### config.mk
export PLATFORM = sky130hd
export DESIGN_NAME = cta_timebase
export DESIGN_NICKNAME = d
export VERILOG_FILES = /design/src/hdl/cta_pkg.sv /design/src/hdl/cta_edge_sync.sv /design/src/hdl/cta_timebase.sv
export SDC_FILE = /design/constraint.sdc
export NUM_CORES = 1
export LEC_CHECK = 0
export ABC_AREA = 1
export ABC_CLOCK_PERIOD_IN_PS = 2200
export BUFFER_PORTS_ARGS = -buffer_cell sky130_fd_sc_hd__buf_2
export CORE_ASPECT_RATIO = 1.5
export CORE_MARGIN = 2
export CORE_UTILIZATION = 55
export DETAILED_ROUTE_END_ITERATION = 10
export MAX_ROUTING_LAYER = met4
export PLACE_DENSITY = 0.94
export SETUP_SLACK_MARGIN = 0.05
export SLEW_MARGIN = 10
export SYNTH_ARGS = -nofsm -noshare
export SYNTH_HDL_FRONTEND = slang
export SYNTH_HIERARCHICAL = 1
export SYNTH_SLANG_ARGS = --single-unit
### constraint.sdc
create_clock -name clock -period 2.2 [get_ports clock]
set_input_delay 0.33 -clock clock [delete_from_list [all_inputs] [get_ports clock]]
set_output_delay 0.33 -clock clock [all_outputs]
set_load 0.02 [all_outputs]
### src/hdl/cta_pkg.sv
// Package for the counter array time base: register map, fields and types
package cta_pkg;

	// ==========================================================
	// Register addresses and widths
	localparam logic [7:0] CTA_MODE_ADDR = 8'hd9;
	localparam logic [7:0] CTA_CTRL_ADDR = 8'hd8;
	localparam int         CTA_NMOD      = 5;

	// ==========================================================
	// Mode register fields
	localparam int CTA_M_IDLE = 7;
	localparam int CTA_M_WDOG = 6;
	localparam int CTA_M_SRC1 = 2;
	localparam int CTA_M_SRC0 = 1;
	localparam int CTA_M_OVIE = 0;
	localparam logic [7:0] CTA_MODE_RESET = 8'h00;
	localparam logic [7:0] CTA_MODE_IMPL  = 8'hc7;

	// ==========================================================
	// Control register fields
	localparam int CTA_C_OVF = 7;
	localparam int CTA_C_RUN = 6;
	localparam logic [7:0] CTA_CTRL_RESET = 8'h00;

	// ==========================================================
	// Prescale counts, in oscillator cycles
	localparam logic [3:0] CTA_DIV12 = 4'hc;
	localparam logic [3:0] CTA_DIV6  = 4'h6;
	localparam logic [3:0] CTA_DIV4  = 4'h4;
	localparam logic [3:0] CTA_DIV2  = 4'h2;
	localparam logic [3:0] CTA_DIV8  = 4'h8;

	typedef enum logic [1:0] {
		CTA_SRC_OSC12,
		CTA_SRC_OSC4,
		CTA_SRC_T0OVF,
		CTA_SRC_EXT
	} cta_src_t;

	// Register access from the processor core
	typedef struct packed {
		logic       wr;
		logic [7:0] addr;
		logic [7:0] data;
	} cta_sfr_t;

endpackage

### src/hdl/cta_edge_sync.sv
// Two-stage synchroniser with rising-edge pulse output
module cta_edge_sync
	import cta_pkg::*;
(
	input  wire logic clock,
	input  wire logic rstn,
	input  wire logic din,
	output logic      rise
);
	logic meta_r;
	logic sync_r;
	logic prev_r;

	always_ff @(posedge clock) begin
		if (!rstn) begin
			meta_r <= 1'b0;
			sync_r <= 1'b0;
			prev_r <= 1'b0;
		end else begin
			meta_r <= din;
			sync_r <= meta_r;
			prev_r <= sync_r;
		end
	end

	assign rise = sync_r & ~prev_r;
endmodule

### src/hdl/cta_timebase.sv
// Shared 16-bit time base of the counter array with mode and control registers
// Notes on behaviour
// - Idle gate select stops counting in idle
// - Watchdog enable bit drives module 4 watchdog
// - Interrupt request equals overflow flag and enable
// - Counter advances only while run bit set
// - Rollover sets overflow flag; software clears it
// - Module match/capture sets flag; software clears
// - Software writing one sets overflow flag
// - Counter is sixteen bits, high and low bytes
module cta_timebase
	import cta_pkg::*;
(
	input  wire logic                clock,
	input  wire logic                rstn,
	input  wire cta_sfr_t            sfrIn,
	output logic [7:0]               modeRd,
	output logic [7:0]               ctrlRd,
	input  wire logic                idleMode,
	input  wire logic                doubleSpeedMode,
	input  wire logic                timer0Overflow,
	input  wire logic                externalCountInput,
	input  wire logic [CTA_NMOD-1:0] moduleEvent,
	output logic [7:0]               counterHigh,
	output logic [7:0]               counterLow,
	output logic                     countTick,
	output logic                     module4WatchdogEnable,
	output logic                     counterIrq
);
	// ==========================================================
	// Registers
	logic [7:0]          mode_r;
	logic                ovf_r;
	logic                run_r;
	logic [CTA_NMOD-1:0] evt_r;
	logic [15:0]         cnt_r;
	logic [3:0]          pre_r;
	logic [3:0]          extGap_r;
	logic                t0Rise;
	logic                extRise;
	logic                modeWr;
	logic                ctrlWr;
	logic                prescaleHit;
	logic                extOk;
	logic [3:0]          preLimit;
	cta_src_t            src;

	assign modeWr = sfrIn.wr && sfrIn.addr == CTA_MODE_ADDR;
	assign ctrlWr = sfrIn.wr && sfrIn.addr == CTA_CTRL_ADDR;
	assign src    = cta_src_t'({mode_r[CTA_M_SRC1], mode_r[CTA_M_SRC0]});

	function automatic logic [3:0] div_sel(input cta_src_t s, input logic x2);
		if (s == CTA_SRC_OSC12)
			return x2 ? CTA_DIV6 : CTA_DIV12;
		return x2 ? CTA_DIV2 : CTA_DIV4;
	endfunction

	// ==========================================================
	// Input synchronisers
	// edge-detected count sources
	cta_edge_sync uT0 (
		.clock (clock),
		.rstn  (rstn),
		.din   (timer0Overflow),
		.rise  (t0Rise)
	);
	cta_edge_sync uExt (
		.clock (clock),
		.rstn  (rstn),
		.din   (externalCountInput),
		.rise  (extRise)
	);

	// ==========================================================
	// Mode register
	// reserved bits are not stored
	always_ff @(posedge clock) begin
		if (!rstn)
			mode_r <= CTA_MODE_RESET;
		else if (modeWr)
			mode_r <= sfrIn.data & CTA_MODE_IMPL;
	end

	// ==========================================================
	// Count source selection
	assign preLimit    = div_sel(src, doubleSpeedMode);
	assign prescaleHit = (pre_r == preLimit - 4'h1);
	assign extOk       = extRise && extGap_r == 4'h0;

	always_ff @(posedge clock) begin
		if (!rstn)
			pre_r <= 4'h0;
		else if (prescaleHit || src == CTA_SRC_T0OVF || src == CTA_SRC_EXT)
			pre_r <= 4'h0;
		else
			pre_r <= pre_r + 4'h1;
	end

	// External rate limited to one event per eight oscillator cycles
	always_ff @(posedge clock) begin
		if (!rstn)
			extGap_r <= 4'h0;
		else if (extOk)
			extGap_r <= CTA_DIV8 - 4'h1;
		else if (extGap_r != 4'h0)
			extGap_r <= extGap_r - 4'h1;
	end

	// gated off in idle when selected
	always_comb begin
		case (src)
			CTA_SRC_OSC12: countTick = prescaleHit;
			CTA_SRC_OSC4:  countTick = prescaleHit;
			CTA_SRC_T0OVF: countTick = t0Rise;
			CTA_SRC_EXT:   countTick = extOk;
			default:       countTick = 1'b0;
		endcase
		countTick = countTick && run_r && !(idleMode && mode_r[CTA_M_IDLE]);
	end

	// ==========================================================
	// Shared counter
	// sixteen-bit time base
	always_ff @(posedge clock) begin
		if (!rstn)
			cnt_r <= 16'h0000;
		else if (countTick)
			cnt_r <= cnt_r + 16'h0001;
	end

	assign counterHigh = cnt_r[15:8];
	assign counterLow  = cnt_r[7:0];

	// ==========================================================
	// Control register
	always_ff @(posedge clock) begin
		if (!rstn)
			run_r <= CTA_CTRL_RESET[CTA_C_RUN];
		else if (ctrlWr)
			run_r <= sfrIn.data[CTA_C_RUN];
	end

	always_ff @(posedge clock) begin
		if (!rstn)
			ovf_r <= CTA_CTRL_RESET[CTA_C_OVF];
		else if (countTick && cnt_r == 16'hffff)
			ovf_r <= 1'b1;
		else if (ctrlWr)
			ovf_r <= sfrIn.data[CTA_C_OVF];
	end

	// module flags, event wins over clear
	always_ff @(posedge clock) begin
		if (!rstn)
			evt_r <= CTA_CTRL_RESET[CTA_NMOD-1:0];
		else if (ctrlWr)
			evt_r <= (evt_r & sfrIn.data[CTA_NMOD-1:0]) | moduleEvent;
		else
			evt_r <= evt_r | moduleEvent;
	end

	assign modeRd = mode_r;
	assign ctrlRd = {ovf_r, run_r, 1'b0, evt_r};

	// ==========================================================
	// Outputs
	// watchdog enable for module 4
	assign module4WatchdogEnable = mode_r[CTA_M_WDOG];

	// interrupt from flag and enable
	// Combinational so the request drops in the cycle the flag is cleared
	assign counterIrq = ovf_r && mode_r[CTA_M_OVIE];

	// ==========================================================
	// Checks
	a_irq_follows_flag: assert property (@(posedge clock) disable iff (!rstn)
		ctrlWr && !sfrIn.data[CTA_C_OVF] && !(countTick && cnt_r == 16'hffff)
		|=> !counterIrq)
		else $error("interrupt does not follow flag and enable");

	a_rollover_sets_flag: assert property (@(posedge clock) disable iff (!rstn)
		countTick && cnt_r == 16'hffff |=> ovf_r && cnt_r == 16'h0000)
		else $error("rollover did not set overflow flag");

	a_flag_not_hw_clear: assert property (@(posedge clock) disable iff (!rstn)
		ovf_r && !ctrlWr |=> ovf_r)
		else $error("overflow flag cleared without write");

	a_stopped_holds: assert property (@(posedge clock) disable iff (!rstn)
		!run_r |=> $stable(cnt_r))
		else $error("counter moved while stopped");

	a_idle_gate: assert property (@(posedge clock) disable iff (!rstn)
		idleMode && mode_r[CTA_M_IDLE] |=> cnt_r == $past(cnt_r))
		else $error("counter moved in gated idle");

	a_event_sets_flag: assert property (@(posedge clock) disable iff (!rstn)
		moduleEvent[0] |=> evt_r[0])
		else $error("module event flag not set");

	a_sw_set_flag: assert property (@(posedge clock) disable iff (!rstn)
		ctrlWr && sfrIn.data[CTA_C_OVF] |=> ovf_r)
		else $error("software write did not set flag");

	a_osc12_rate: assert property (@(posedge clock) disable iff (!rstn)
		countTick && src == CTA_SRC_OSC12 && !doubleSpeedMode && run_r
		|=> (!countTick || doubleSpeedMode || src != CTA_SRC_OSC12) [*8])
		else $error("osc/12 tick too soon");

	a_ext_limit: assert property (@(posedge clock) disable iff (!rstn)
		extOk |=> !extOk [*7])
		else $error("external count faster than osc/8");

	a_wdog_bit: assert property (@(posedge clock) disable iff (!rstn)
		modeWr |=> module4WatchdogEnable == $past(sfrIn.data[CTA_M_WDOG]))
		else $error("watchdog enable not written");
endmodule

==> impl_results.rst <==
.. list-table::
   :header-rows: 1

   * - Metric
     - Value
   * - Final instance area
     - 0.00249 mm^2
   * - Period minus WS final
     - 1.97 ns
   * - Total number of yosys warnings
     - 6
   * - Register share of total power
     - 53.4%
   * - Placeable core region
     - 0.00372 mm^2
   * - Worst slew margin
     - 66.3%
   * - Clock Latency Late Sink
     - 0.29 ns
   * - Worst setup endpoint
     - countTick
   * - Most common library cell in the layout ignoring fill and taps
     - nand2_1
   * - Commonest cells after routing, fill and taps aside
     - 64 x nand2_1, 57 x buf_2, 42 x dfxtp_1, 38 x inv_1, 31 x nor2_1
   * - Cell area after synthesis
     - 0.00214 mm^2
   * - Setup repair after global routing missed its margin
     - no
   * - Final TNS setup
     - 0 ns
   * - Internal power component
     - 0.00115 W
   * - Placed instance area
     - 0.00240 mm^2
   * - Longest Clk Path Bufs
     - 2
   * - Number of levels in the clock H-tree
     - 2
   * - Maximum number of pins on one net before global-route repair
     - 29
   * - Post CTS Setup Buffer Count
     - 0
   * - Final GP Congestion
     - 0.891
   * - Die Span Y
     - 80.4 um
   * - Final setup violation count
     - 0
   * - WL/cell
     - 11.2 um
   * - Slew of the pin with the lowest slew margin
     - 0.505 ns
   * - Half-perimeter wire length of the detailed placement result
     - 3280 um
   * - Max Clk Rate
     - 507 MHz
   * - Share of synthesized area occupied by flip-flops and latches
     - 39.3%
   * - Worst IR drop on VDD
     - 0.560 mV
   * - Power density over the cells
     - 647 mW/mm^2
   * - Leakage power of the design
     - 1.16 nW
   * - TritonCTS Buffers
     - 5
   * - Final WL
     - 4420 um
   * - Rows
     - 27
   * - First-pass GRT wire length
     - 7280 um
   * - Iter 0 DRT Violations
     - 48
   * - Cell type contributing the most total cell area after synthesis
     - dfxtp_1
   * - Number of antenna-violating nets in the routed design
     - 0
   * - Area grow syn2layout
     - 16.4%
   * - Mean post-synth cell area
     - 7.25 um^2
   * - Boundary Pins
     - 63
   * - Nets@finish
     - 383
   * - Flop-to-flop setup slack
     - 0.69 ns
   * - GR Util All Layers
     - 22.5%
   * - Number of remaining DRC errors
     - 0
   * - Type of origin of the critical path
     - flop
   * - Initial antenna violation count
     - 0
   * - Total vias in the final route
     - 2034
   * - Final hold violation count
     - 0
   * - Worst clock skew
     - 0.00472 ns
   * - Fraction of power spent switching nets
     - 28.5%
   * - Worst endpoint required time
     - 1.87 ns
   * - Clock root cell
     - clkbuf_8
   * - Starting density of the core
     - 57.6%
   * - Number of instances in the synthesized netlist
     - 295
   * - Number of inserted diodes
     - 0
   * - IO Port Bufs
     - 57
   * - Source of the critical timing path
     - extGap_r[0]
   * - Fillers
     - 335
   * - Clock Pin Slew Worst Setup and Hold Paths
     - 0.08 ns
   * - Via density
     - 5.16
   * - Top cells by area, synth
     - dfxtp_1 39%, nand2_1 11%, inv_1 6.7%, nor2_1 5.4%, nand3_1 5.4%
   * - Switching power of the nets
     - 0.000460 W
   * - Crit share post-route
     - 89.6%
   * - Slew Viols, Final
     - 0
   * - Fraction of final layout cells with drive strength greater than 1
     - 23.4%
   * - Area of the multi-input gates
     - 0.00107 mm^2
   * - Number of sinks driven by the clock tree
     - 42
   * - Min-delay worst type
     - in -> reg
   * - Critical path peak fanout
     - 17
   * - Number of distinct standard cells referenced by the synthesized netlist
     - 28
   * - Status
     - complete, no violations
   * - Final global-route overflow total
     - 0
   * - Die width
     - 54.9 um
   * - Sequential cell area
     - 841 um^2
   * - Final core occ
     - 67.0%
   * - Area share of the leading cell type in the synthesized netlist
     - 39.3%
   * - CP arrival
     - 1.64 ns
   * - Detailed Routing Iterations Pass 1
     - 4
   * - Max-cap violations
     - 0
   * - Vias in the first global route
     - 1882
   * - Depth of the worst register-to-register path
     - 7
   * - Worst setup path category
     - reg -> out
   * - Reg-to-Reg Start
     - extGap_r[0]
   * - Area enclosed by the die boundary
     - 0.00442 mm^2
   * - Kind of end point of the critical path
     - primary output
   * - Number of storage elements in the synthesis netlist
     - 42
   * - Combinational fraction of design power
     - 18.0%
   * - TritonCTS clock tree
     - yes
   * - Worst reg2reg path endpoint
     - cnt_r[13]
   * - Clock Power Share
     - 28.7%
==> kinds of logic after synthesis <==
family | synth area share (%)
xor+xnor | 4.91
compound gates | 12.0
fa+ha+maj | 2.34
flops | 39.3
buf+inv | 11.4
simple gates | 29.8
other cells | 0.175
==> per-stage QoR <==
stage	setup WS (ns)	cells	total power, W	hold slack (ns)
after floorplan	0.719	298	0.00110	0.386
after global placement	0.502	387	0.00115	0.393
after detailed placement	0.467	387	0.00117	0.400
after CTS	0.179	394	0.00163	0.216
after global routing	0.0789	394	0.00170	0.230
final	0.228	394	0.00161	0.223
==> per-layer routing <==
metal	up-vias	wire length (um)	track usage, %	share of wire [%]
li1	1047	-	-	-
met1	923	1790	22.9	41
met2	56	2290	38.9	52
met3	8	254	5.02	5.8
met4	0	74	11.0	1.7
met5	-	0	-	0
==> synthesized netlist by cell type (all sizes together) <==
| cell type | number |
|---|---|
| a211oi | 6 |
| a21oi | 25 |
| buf | 10 |
| clkbuf | 2 |
| conb | 1 |
| dfxtp | 42 |
| ha | 4 |
| inv | 40 |
| nand2 | 66 |
| nand3 | 24 |
| nand3b | 3 |
| nand4 | 6 |
| nor2 | 37 |
| nor3 | 4 |
| o21ai | 13 |
| xnor2 | 5 |
| xor2 | 7 |
==> timing repair <==
item,CTS,global route
hold buffers,0,0
endpoints found under the hold margin,0,0
endpoints found under the setup margin,0,1
resized for setup,0,1
==> layout make-up <==
type	count	share of cell area, %
flip-flops and latches	42	33.8
clock inverters	2	0.402
clock buffers	5	2.76
multi-input cells	204	43.1
well taps	43	2.16
repair buffers	58	11.8
inverters	40	6.03
==> power by group through the flow <==
stage | Clock [W] | Combinational, W | Sequential, W
after global routing | 0.000501 | 0.000337 | 0.000865
final | 0.000462 | 0.000290 | 0.000860
after detailed placement | 0 | 0.000291 | 0.000876
after floorplan | 0 | 0.000220 | 0.000877
after global placement | 0 | 0.000277 | 0.000873
after CTS | 0.000482 | 0.000291 | 0.000860
==> registers in the layout, summed over array words and instances (netlist names) <==
signal,count
extGap_r,4
uExt/meta_r,1
pre_r,4
cnt_r,16
ovf_r,1
uT0/sync_r,1
modeRd,5
uExt/sync_r,1
uExt/prev_r,1
evt_r,5
run_r,1
uT0/prev_r,1
uT0/meta_r,1
==> how the worst min path moves through the flow <==
stage | cells after the start | to | start
after floorplan | 2 | uExt/sync_r | uExt/meta_r
after global placement | 2 | uT0/sync_r | uT0/meta_r
after detailed placement | 2 | uT0/sync_r | uT0/meta_r
after CTS | 3 | uT0/meta_r | timer0Overflow
after global routing | 3 | uT0/meta_r | timer0Overflow
final | 3 | uT0/meta_r | timer0Overflow
==> worst max-delay path: stages, from the launching register on <==
cell and delay, ns:
dfxtp_1 0.33, inv_1 0.11, ha_1 0.19, nand4_2 0.13, a21oi_4 0.18, nand2_4 0.15, inv_2 0.10, buf_2 0.16
Power figures use the tool's default switching activity.
